**src/hdl/pmc_pkg.sv**
```systemverilog
// Constants for the power-management control register and tick counter
package pmc_pkg;
    // Control register field positions
    localparam int unsigned CTL_ROUTE_BIT   = 0;
    localparam int unsigned CTL_BMWAKE_BIT  = 1;
    localparam int unsigned CTL_GLREL_BIT   = 2;
    localparam int unsigned CTL_STYPE_LSB   = 10;
    localparam int unsigned CTL_STYPE_W     = 3;
    localparam int unsigned CTL_STRIG_BIT   = 13;
    localparam int unsigned CTL_WIDTH       = 16;
    // Readable bits; all others read zero, writes ignored except bits 2 and 13
    localparam logic [15:0] CTL_IMPL_MASK   = 16'h1C03;
    localparam logic [15:0] CTL_RESET       = 16'h0000;
    localparam logic [31:0] TMR_RESET       = 32'h00000000;
    localparam int unsigned TMR_NARROW_MSB  = 23;
    localparam int unsigned TMR_WIDE_MSB    = 31;
    localparam logic [31:0] TMR_NARROW_MASK = 32'h00FFFFFF;
    localparam logic [31:0] TMR_WIDE_MASK   = 32'hFFFFFFFF;
    // Tick rate generation: 3.579545 MHz from the 25 MHz system clock
    localparam longint unsigned SYS_CLK_HZ  = 64'd25000000;
    localparam longint unsigned TICK_HZ     = 64'd3579545;
    localparam logic [24:0] TICK_STEP       = 25'(TICK_HZ);
    localparam logic [24:0] TICK_MODULUS    = 25'(SYS_CLK_HZ);
    localparam logic [3:0]  BE_FULL_WORD    = 4'hF;
endpackage

```
**src/hdl/pmc_top.sv**
```systemverilog
// Power-management control register and free-running tick counter
//
// Behaviour
// - Unimplemented control bits read zero, ignore writes
// - Control bits keep their defined positions
// - Control block takes byte and word accesses
// - Bit 0 routes events: OS or firmware
// - Only hardware changes the route select
// - Bit 1 lets bus master wake idle
// - Writing one to bit 2 raises firmware interrupt
// - Release event has firmware status and enable
// - Bits 14 and 15 read zero
// - Bits 3 to 9 carry no function
// - Bits 10 to 12 select sleep type
// - Sleep trigger is write-only, reads zero
// - Sleep trigger write starts selected sleep
// - Timer is read-only full 32-bit word
// - Low 24 bits count at 3.579545 MHz
// - Timer start value free; kept across wake
// - Timer holds while source clock stopped
// - Strap selects 24 or 32-bit width
// - Upper byte counts or reads zero
// - Top implemented bit toggle sets carry status
// - Enabled carry status raises OS event when bit 0 is set, firmware interrupt when clear
`timescale 1ns/1ps
`default_nettype none
module pmc_top
    import pmc_pkg::*;
(
    // Clock and reset
    input  wire logic        CLK,
    input  wire logic        RESET,
    // Host register access
    input  wire logic        CTL_SEL,
    input  wire logic        TMR_SEL,
    input  wire logic        IO_WR,
    input  wire logic        IO_RD,
    input  wire logic [3:0]  IO_BE,
    input  wire logic [31:0] IO_WDATA,
    output logic      [31:0] IO_RDATA,
    output logic             IO_RVALID,
    // Hardware route control
    input  wire logic        ROUTE_SET,
    input  wire logic        ROUTE_CLEAR,
    // Enable bits held elsewhere; clears for the status bits held here
    input  wire logic        TIMER_CARRY_IRQ_ENABLE,
    input  wire logic        TIMER_CARRY_CLEAR,
    input  wire logic        FIRMWARE_EVENT_ENABLE,
    input  wire logic        FIRMWARE_EVENT_CLEAR,
    // Pins from the platform
    input  wire logic        BUS_MASTER_REQ,
    input  wire logic        SYS_WORKING,
    input  wire logic        TIMER_SRC_RUN,
    input  wire logic        TIMER_WIDE_STRAP,
    // Outputs
    output logic             OS_EVENT_IRQ,
    output logic             FIRMWARE_MGMT_IRQ,
    output logic             DEEP_IDLE_WAKE,
    output logic             SLEEP_START,
    output logic      [2:0]  SLEEP_TYPE,
    output logic             TIMER_CARRY_STATUS,
    output logic             FIRMWARE_EVENT_STATUS,
    output logic             TIMER_WIDTH_SELECT
);
    // Two-flop synchronisers for pins: bm, working, run, strap
    logic [3:0]  sync1;
    logic [3:0]  sync2;
    logic [3:0]  pins;
    assign pins = {TIMER_WIDE_STRAP, TIMER_SRC_RUN, SYS_WORKING, BUS_MASTER_REQ};

    logic        route_select;
    logic        bm_wake_enable;
    logic [2:0]  sleep_type;
    logic [24:0] tick_acc;
    logic [31:0] timer_count;
    logic        carry_status;
    logic        fw_status;
    logic        width_select;
    logic        strap_taken;
    logic [31:0] rdata;
    logic        rvalid;
    logic        os_irq;
    logic        fw_irq;
    logic        wake;
    logic        sleep_go;

    logic        next_route_select;
    logic        next_bm_wake_enable;
    logic [2:0]  next_sleep_type;
    logic [24:0] next_tick_acc;
    logic [31:0] next_timer_count;
    logic        next_carry_status;
    logic        next_fw_status;
    logic        next_width_select;
    logic        next_strap_taken;
    logic [31:0] next_rdata;
    logic        next_rvalid;
    logic        next_os_irq;
    logic        next_fw_irq;
    logic        next_wake;
    logic        next_sleep_go;

    logic [15:0] ctl_view;
    logic        ctl_wr_lo;
    logic        ctl_wr_hi;
    logic        tick;
    logic [25:0] acc_sum;
    logic        msb_now;
    logic        msb_next;

    always_comb begin
        // Readback: implemented bits only; write-only bits read zero
        ctl_view = 16'h0000;
        ctl_view[CTL_ROUTE_BIT] = route_select;
        ctl_view[CTL_BMWAKE_BIT] = bm_wake_enable;
        ctl_view[CTL_STYPE_LSB +: CTL_STYPE_W] = sleep_type;
        ctl_view = ctl_view & CTL_IMPL_MASK;

        ctl_wr_lo = CTL_SEL && IO_WR && IO_BE[0];
        ctl_wr_hi = CTL_SEL && IO_WR && IO_BE[1];
    end

    always_comb begin
        next_strap_taken = 1'b1;
        next_width_select = strap_taken ? width_select : sync2[3];
    end

    always_comb begin
        // Route select moves only on hardware requests
        next_route_select = route_select;
        if (ROUTE_SET) begin
            next_route_select = 1'b1;
        end else if (ROUTE_CLEAR) begin
            next_route_select = 1'b0;
        end
    end

    always_comb begin
        next_bm_wake_enable = bm_wake_enable;
        if (ctl_wr_lo) begin
            next_bm_wake_enable = IO_WDATA[CTL_BMWAKE_BIT];
        end
        next_wake = bm_wake_enable && sync2[0];
    end

    always_comb begin
        next_sleep_type = sleep_type;
        next_sleep_go = 1'b0;
        if (ctl_wr_hi) begin
            next_sleep_type = IO_WDATA[CTL_STYPE_LSB +: CTL_STYPE_W];
            next_sleep_go = IO_WDATA[CTL_STRIG_BIT];
        end
    end

    always_comb begin
        // Release write sets firmware status; set wins over clear
        next_fw_status = fw_status;
        if (FIRMWARE_EVENT_CLEAR) begin
            next_fw_status = 1'b0;
        end
        if (ctl_wr_lo && IO_WDATA[CTL_GLREL_BIT]) begin
            next_fw_status = 1'b1;
        end
    end

    always_comb begin
        // Fractional divider gives the 3.579545 MHz tick
        acc_sum = {1'b0, tick_acc} + {1'b0, TICK_STEP};
        tick = (acc_sum >= {1'b0, TICK_MODULUS});
        if (tick) begin
            next_tick_acc = 25'(acc_sum - {1'b0, TICK_MODULUS});
        end else begin
            next_tick_acc = acc_sum[24:0];
        end
    end

    always_comb begin
        // Counts only in working state with its source clock running
        next_timer_count = timer_count;
        if (tick && sync2[1] && sync2[2]) begin
            next_timer_count = timer_count + 32'h00000001;
        end
        msb_now = width_select ? timer_count[TMR_WIDE_MSB] : timer_count[TMR_NARROW_MSB];
        msb_next = width_select ? next_timer_count[TMR_WIDE_MSB]
                                : next_timer_count[TMR_NARROW_MSB];

        next_carry_status = carry_status;
        if (TIMER_CARRY_CLEAR) begin
            next_carry_status = 1'b0;
        end
        if (msb_now != msb_next) begin
            next_carry_status = 1'b1;
        end
    end

    always_comb begin
        // Event routing of the carry event and release event
        next_os_irq = route_select && carry_status && TIMER_CARRY_IRQ_ENABLE;
        next_fw_irq = (fw_status && FIRMWARE_EVENT_ENABLE)
                    || (!route_select && carry_status && TIMER_CARRY_IRQ_ENABLE);
    end

    always_comb begin
        // Read path
        next_rvalid = IO_RD && (CTL_SEL || TMR_SEL);
        next_rdata = 32'h00000000;
        if (IO_RD && CTL_SEL) begin
            if (IO_BE[0]) begin
                next_rdata[7:0] = ctl_view[7:0];
            end
            if (IO_BE[1]) begin
                next_rdata[15:8] = ctl_view[15:8];
            end
        end else if (IO_RD && TMR_SEL && IO_BE == BE_FULL_WORD) begin
            next_rdata = timer_count & (width_select ? TMR_WIDE_MASK
                                                     : TMR_NARROW_MASK);
        end
    end

    always_ff @(posedge CLK) begin
        sync1 <= pins;
        sync2 <= sync1;
    end

    always_ff @(posedge CLK) begin
        if (RESET) begin
            width_select <= 1'b0;
            strap_taken  <= 1'b0;
        end else begin
            width_select <= next_width_select;
            strap_taken  <= next_strap_taken;
        end
    end

    always_ff @(posedge CLK) begin
        if (RESET) begin
            route_select <= CTL_RESET[CTL_ROUTE_BIT];
        end else begin
            route_select <= next_route_select;
        end
    end

    always_ff @(posedge CLK) begin
        if (RESET) begin
            bm_wake_enable <= CTL_RESET[CTL_BMWAKE_BIT];
            wake           <= 1'b0;
        end else begin
            bm_wake_enable <= next_bm_wake_enable;
            wake           <= next_wake;
        end
    end

    always_ff @(posedge CLK) begin
        if (RESET) begin
            sleep_type <= CTL_RESET[CTL_STYPE_LSB +: CTL_STYPE_W];
            sleep_go   <= 1'b0;
        end else begin
            sleep_type <= next_sleep_type;
            sleep_go   <= next_sleep_go;
        end
    end

    always_ff @(posedge CLK) begin
        if (RESET) begin
            fw_status <= 1'b0;
        end else begin
            fw_status <= next_fw_status;
        end
    end

    always_ff @(posedge CLK) begin
        if (RESET) begin
            tick_acc <= 25'h0000000;
        end else begin
            tick_acc <= next_tick_acc;
        end
    end

    always_ff @(posedge CLK) begin
        if (RESET) begin
            timer_count  <= TMR_RESET;
            carry_status <= 1'b0;
        end else begin
            timer_count  <= next_timer_count;
            carry_status <= next_carry_status;
        end
    end

    always_ff @(posedge CLK) begin
        if (RESET) begin
            os_irq <= 1'b0;
            fw_irq <= 1'b0;
        end else begin
            os_irq <= next_os_irq;
            fw_irq <= next_fw_irq;
        end
    end

    always_ff @(posedge CLK) begin
        if (RESET) begin
            rdata  <= 32'h00000000;
            rvalid <= 1'b0;
        end else begin
            rdata  <= next_rdata;
            rvalid <= next_rvalid;
        end
    end

    assign IO_RDATA              = rdata;
    assign IO_RVALID             = rvalid;
    assign OS_EVENT_IRQ          = os_irq;
    assign FIRMWARE_MGMT_IRQ     = fw_irq;
    assign DEEP_IDLE_WAKE        = wake;
    assign SLEEP_START           = sleep_go;
    assign SLEEP_TYPE            = sleep_type;
    assign TIMER_CARRY_STATUS    = carry_status;
    assign FIRMWARE_EVENT_STATUS = fw_status;
    assign TIMER_WIDTH_SELECT    = width_select;
endmodule
`default_nettype wire

```
**config.mk**
```make
export PLATFORM = sky130hd
export DESIGN_NAME = pmc_top
export DESIGN_NICKNAME = d
export VERILOG_FILES = /design/src/hdl/pmc_pkg.sv /design/src/hdl/pmc_top.sv
export SDC_FILE = /design/constraint.sdc
export NUM_CORES = 1
export LEC_CHECK = 0
export BUFFER_PORTS_ARGS = -buffer_cell sky130_fd_sc_hd__buf_2
export CORE_ASPECT_RATIO = 0.75
export CORE_MARGIN = 2
export CORE_UTILIZATION = 60
export DETAILED_ROUTE_END_ITERATION = 10
export PLACE_DENSITY_LB_ADDON = 0.12
export REMOVE_ABC_BUFFERS = 1
export SLEW_MARGIN = 25
export SYNTH_ARGS = -nofsm -noshare
export SYNTH_HDL_FRONTEND = slang
export SYNTH_SLANG_ARGS = --single-unit
```
**constraint.sdc**
```tcl
create_clock -name CLK -period 9.5 [get_ports CLK]
set_input_delay 1.425 -clock CLK [delete_from_list [all_inputs] [get_ports CLK]]
set_output_delay 1.425 -clock CLK [all_outputs]
set_load 0.01 [all_outputs]
```
Yosys cells after proc, flatten, opt, wreduce, memory -nomap -nowiden
Cells that the tools add are included.
Cells by class
  add/sub/neg operators: 3
  muxes and demuxes: 16
  eq/ne operators: 2
  bitwise gates (word level): 3
  order comparisons: 1
  reductions and logical operators: 24
Operators by type and width (count)
  32-bit 2-to-1 mux: 2
  32-bit by 1-bit adder with 32-bit output, second input constant: 1
  32-bit bitwise AND: 1
  16-bit 2-to-1 mux: 2
  25-bit by 22-bit adder with 26-bit output, second input constant: 1
  26-bit by 25-bit >= comparator with 1-bit output, second input constant: 1
  25-bit 2-to-1 mux: 1
  25-bit subtractor, second input constant: 1
  1-bit logical AND: 16
  1-bit 2-to-1 mux: 9
  2-bit nonzero test: 3
  5-bit 2-to-1 mux: 1
  4-bit equality test, second input constant: 1
  3-bit OR reduction: 1
  1-bit logical OR: 2
  2-bit 2-to-1 mux: 1
  1-bit inverter: 2
  2-bit OR reduction: 1
  1-bit logical NOT: 1
  1-bit inequality test: 1
Word-level totals
  flip-flop bits (word level): 111
  word-level logic and storage cells: 68

Longest topological paths before layout
  depth in word-level cells: 8
  depth in mapped cells: 15
  gate-level depth less buffers: 13

Least setup slack after synthesis
Ideal clock, no wire load.
  path type: register to register
  start point: register tick_acc[0]
  end point: register timer_count[10]
  arrival time: 3.136 ns
  cell stages (with the launch flop): 15
  clock period less this slack: 3.206 ns
  setup slack: 6.294 ns
  buffers on the path: 1
  path through: dfxtp_1 > ha_1 > a211o_1 > nand2_1 > xor2_1 > inv_1 > ha_1 > and4b_1 > o221ai_1 > nor4_4 > a31oi_2 > o31a_4 > buf_6 > or4_1 > a21oi_1
On the way
  cells in the longest elaborated chain, start to end: 4
Ends and longest elaborated chain
  start, declared: RTL line pmc_top.sv:74  | logic [24:0] tick_acc;
  start signal, assigned: RTL line pmc_top.sv:275  | tick_acc <= next_tick_acc;
  25-bit by 22-bit adder with 26-bit output: RTL line pmc_top.sv:168  | acc_sum = {1'b0, tick_acc} + {1'b0, TICK_STEP};
  26-bit by 25-bit >= comparator with 1-bit output: RTL line pmc_top.sv:169  | tick = (acc_sum >= {1'b0, TICK_MODULUS});
  1-bit logical AND (2 in a row): RTL line pmc_top.sv:180  | if (tick && sync2[1] && sync2[2]) begin
  end signal, assigned: RTL line pmc_top.sv:284  | timer_count <= next_timer_count;
  end, declared: RTL line pmc_top.sv:75  | logic [31:0] timer_count;
Every way passes these cells.
A chain may end at the register's enable or synchronous reset.

Worst setup path after layout
  start point: register tick_acc[0]
  end point: register timer_count[18]
Same word-level chain as after synthesis.

==> Flow_metrics.wiki <==
{| class="wikitable"
! Metric !! Value
|-
| Relative contribution of sequential cells to total power || 41.2%
|-
| Element type at the critical path start || flip-flop
|-
| Clock slew at the register clock pins of the worst setup and hold paths || 70 ps
|-
| First-iteration detailed-routing DRC count || 458
|-
| Prevailing post-synth register cell || sky130_fd_sc_hd__dfxtp_1
|-
| Crit path DAT || 4220 ps
|-
| CP required || 9780 ps
|-
| Crit share post-route || 41.5%
|-
| Root Buffer || sky130_fd_sc_hd__clkbuf_16
|-
| Flop and latch count out of synthesis || 111
|-
| Total placed cells including tap cells || 739
|-
| Type of the tightest min-delay check || reg -> reg
|-
| Setup TNS after final layout || 0 ps
|-
| Die Area || 9600 um2
|-
| Area of the core || 8530 um2
|-
| CTS Hold Bufs || 0
|-
| Post-Synthesis Cell Area || 5300 um2
|-
| Resize count post-CTS || 0
|-
| Overall die height || 85.4 um
|-
| # Post-CTS Setup Buffers || 0
|-
| Minimum clock period after layout || 3940 ps
|-
| Starting density of the core || 62.1%
|-
| Filler cells || 697
|-
| Number of distinct library cells after synthesis || 70
|-
| Static Leakage || 2.37 nW
|-
| Critical-path top delay cell || sky130_fd_sc_hd__or4_1
|-
| First-pass GRT wire length || 21.0 mm
|-
| Setup slack of the most critical reg-to-reg path || 5560 ps
|-
| Worst vdd rail ir drop || 0.000129 V
|-
| Placement Rows || 29
|-
| Placed instance area || 5600 um2
|-
| Library cell occupying the most area in the post-synthesis netlist || sky130_fd_sc_hd__dfxtp_1
|-
| Cells along the critical path || ha_1, a211oi_2, o21ai_1, a21oi_2, mux2i_1, o31ai_2, nand3b_1, o31a_4, or4_1, a21oi_1
|-
| Fraction of layout cells with a size suffix above 1 || 15.8%
|-
| Number of instances in the synthesized netlist || 599
|-
| Remaining antenna violation count || 0
|-
| Number of clock sinks || 111
|-
| Maximum fanout along the worst path || 87
|-
| Avg Synthesized Cell Area || 8.84 um2
|-
| Pwr Total || 0.00137 W
|-
| Number of enable-type register cells in the synthesized netlist || 0
|-
| Critical path capture point type || flip-flop
|-
| Clock tree from TritonCTS || yes
|-
| Net count, final || 699
|-
| Maximum count of clock buffers along a single path || 2
|-
| Max stage delay on crit path || 600 ps
|-
| Share of total power in the clock network || 31.2%
|-
| Post-DR wirelength/cell || 16.7 um
|-
| Routability cong. || 0.848
|-
| Setup clock skew after layout || 5.85 ps
|-
| Via count || 4,753
|-
| Width of the die || 113 um
|-
| Initial antenna violation count || 0
|-
| Count of placed standard cells in the final layout, fillers left out || 755
|-
| Pins over their slew limit || 0
|-
| Post-synthesis sequential area ratio || 41.9%
|-
| Fraction of power spent switching nets || 33.5%
|-
| Router iterations before antenna repair || 5
|-
| Post-DP HPWL || 8.22 mm
|-
| Via density per instance || 6.30
|-
| Final standard cell area without fillers || 5940 um2
|-
| Cell area power density || 231 nW/um2
|-
| Final setup violating endpoints || 0
|-
| Gate power share || 27.6%
|-
| Internal || 0.000912 W
|-
| Crit Path Category || reg -> reg
|-
| GRT Overall Usage || 27.0%
|-
| Buffers added on ports || 68
|-
| Detailed-route DRC error count || 0
|-
| GR Overflow Total || 0
|-
| Number of diodes || 0
|-
| Top-level I/O count || 95
|-
| Slew at the pin with the worst max-slew slack || 909 ps
|-
| Ys async rst share || 0%
|-
| Slew margin rel. || 39.0%
|-
| Number of max-cap violations || 0
|-
| Switching power || 0.000460 W
|-
| Synth warn || 0
|-
| Area added between synthesis and finish || 12.1%
|-
| Htree depth || 3
|-
| Largest cells by area after synthesis || sky130_fd_sc_hd__dfxtp_1 42%, sky130_fd_sc_hd__a21oi_1 4.5%, sky130_fd_sc_hd__o31ai_1 4.0%
|-
| Vias in the first global route || 4,295
|-
| RSZ-0062 raised after global routing || no
|-
| DRT Wirelength || 12.6 mm
|-
| Latest clock arrival within the worst-skew pair || 360 ps
|-
| Post-synth top area share || 41.9%
|-
| TritonCTS Buffers || 9
|-
| Maximum operating frequency || 254 MHz
|-
| Status || complete, no violations
|-
| Largest net degree at the start of global routing || 88
|-
| Final hold violation count || 0
|}
cell usage in the layout, fill, tap and decap left out, drive strengths merged, types with 11 or more instances in the layout:
master	n
a21oi	49
and2	27
and3	19
buf	70
clkbuf	11
dfxtp	111
inv	13
nand2	37
nand3	19
nand4	19
nor2	43
o21ai	24
o31ai	31
or3	11
or4	27
xnor2	14
critical path: cells and delay by family, from the launching register on:
family | cells | cell delay (ps)
mux | 1 | 130
fa+ha+maj | 1 | 320
flops | 1 | 400
compound gates | 6 | 2180
simple gates | 2 | 790
final timing paths:
check / cells after the start / to / from
max reg2reg: 10 / timer_count[18] / tick_acc[0]
max: 10 / timer_count[18] / tick_acc[0]
min: 0 / sync2[0] / sync1[0]
min reg2reg: 0 / sync2[0] / sync1[0]
through the flow:
step	utilization (%)	hold WS, ps	setup WS [ps]
floorplan	-	310	5580
global placement	65.7	310	5690
detailed placement	65.7	312	5660
CTS	69.6	327	5630
global route	69.6	332	5280
finish	69.6	328	5560
power by group through the flow:
| stage | clock network [W] | logic [W] | registers [W] |
|---|---|---|---|
| global route | 0.000453 | 0.000422 | 0.000571 |
| floorplan | 0 | 0.000297 | 0.000556 |
| finish | 0.000428 | 0.000379 | 0.000565 |
| CTS | 0.000434 | 0.000373 | 0.000562 |
| detailed placement | 0 | 0.000370 | 0.000572 |
| global placement | 0 | 0.000355 | 0.000570 |
layout make-up:
| class | count | area (um2) | area share (%) |
|---|---|---|---|
| inverters | 13 | 48.8 | 0.822 |
| multi-input cells | 437 | 2840 | 47.8 |
| clock inverters | 5 | 106 | 1.79 |
| repair buffers | 70 | 355 | 5.98 |
| clock buffers | 11 | 233 | 3.92 |
| flip-flops and latches | 111 | 2220 | 37.4 |
| well taps | 108 | 135 | 2.28 |
sequential cells by signal, indices dropped and copies added, names as in the netlist:
signal / count
DEEP_IDLE_WAKE: 1
FIRMWARE_EVENT_STATUS: 1
FIRMWARE_MGMT_IRQ: 1
IO_RDATA: 32
IO_RVALID: 1
OS_EVENT_IRQ: 1
SLEEP_START: 1
SLEEP_TYPE: 3
TIMER_CARRY_STATUS: 1
TIMER_WIDTH_SELECT: 1
bm_wake_enable: 1
route_select: 1
strap_taken: 1
sync1: 4
sync2: 4
tick_acc: 25
timer_count: 32
metal layers:
| metal | track usage [%] | vias to the layer above | share of wire, % |
|---|---|---|---|
| met2 | 42.3 | 193 | 45 |
| met4 | 8.43 | 0 | 1.2 |
| met5 | 0 | - | 0 |
| li1 | - | 2302 | - |
| met1 | 36.9 | 2242 | 46 |
| met3 | 6.71 | 16 | 7.7 |
cell families (layout without fill, tap and decap cells):
group / Yosys count / count (layout) / synth area share [%]
adder cells (fa/ha/maj): 5 / 5 / 1.18
XOR/XNOR: 20 / 20 / 3.45
AO/OA/AOI/OAI: 158 / 158 / 20.9
flip-flops: 111 / 111 / 41.9
AND/OR/NAND/NOR: 244 / 244 / 26.0
multiplexers: 10 / 10 / 1.91
buffers and inverters: 51 / 99 / 4.61
synthesized netlist by cell type (18+ instances only):
cell type	n
sky130_fd_sc_hd__o21ai_0	18
sky130_fd_sc_hd__nand3_1	19
sky130_fd_sc_hd__nand2_1	37
sky130_fd_sc_hd__o31ai_1	28
sky130_fd_sc_hd__nor2_1	43
sky130_fd_sc_hd__nand4_1	19
sky130_fd_sc_hd__and3_1	19
sky130_fd_sc_hd__a21oi_1	48
sky130_fd_sc_hd__dfxtp_1	111
sky130_fd_sc_hd__or4_1	27
sky130_fd_sc_hd__and2_1	26
sky130_fd_sc_hd__clkbuf_1	19
Power figures use the tool's default switching activity.
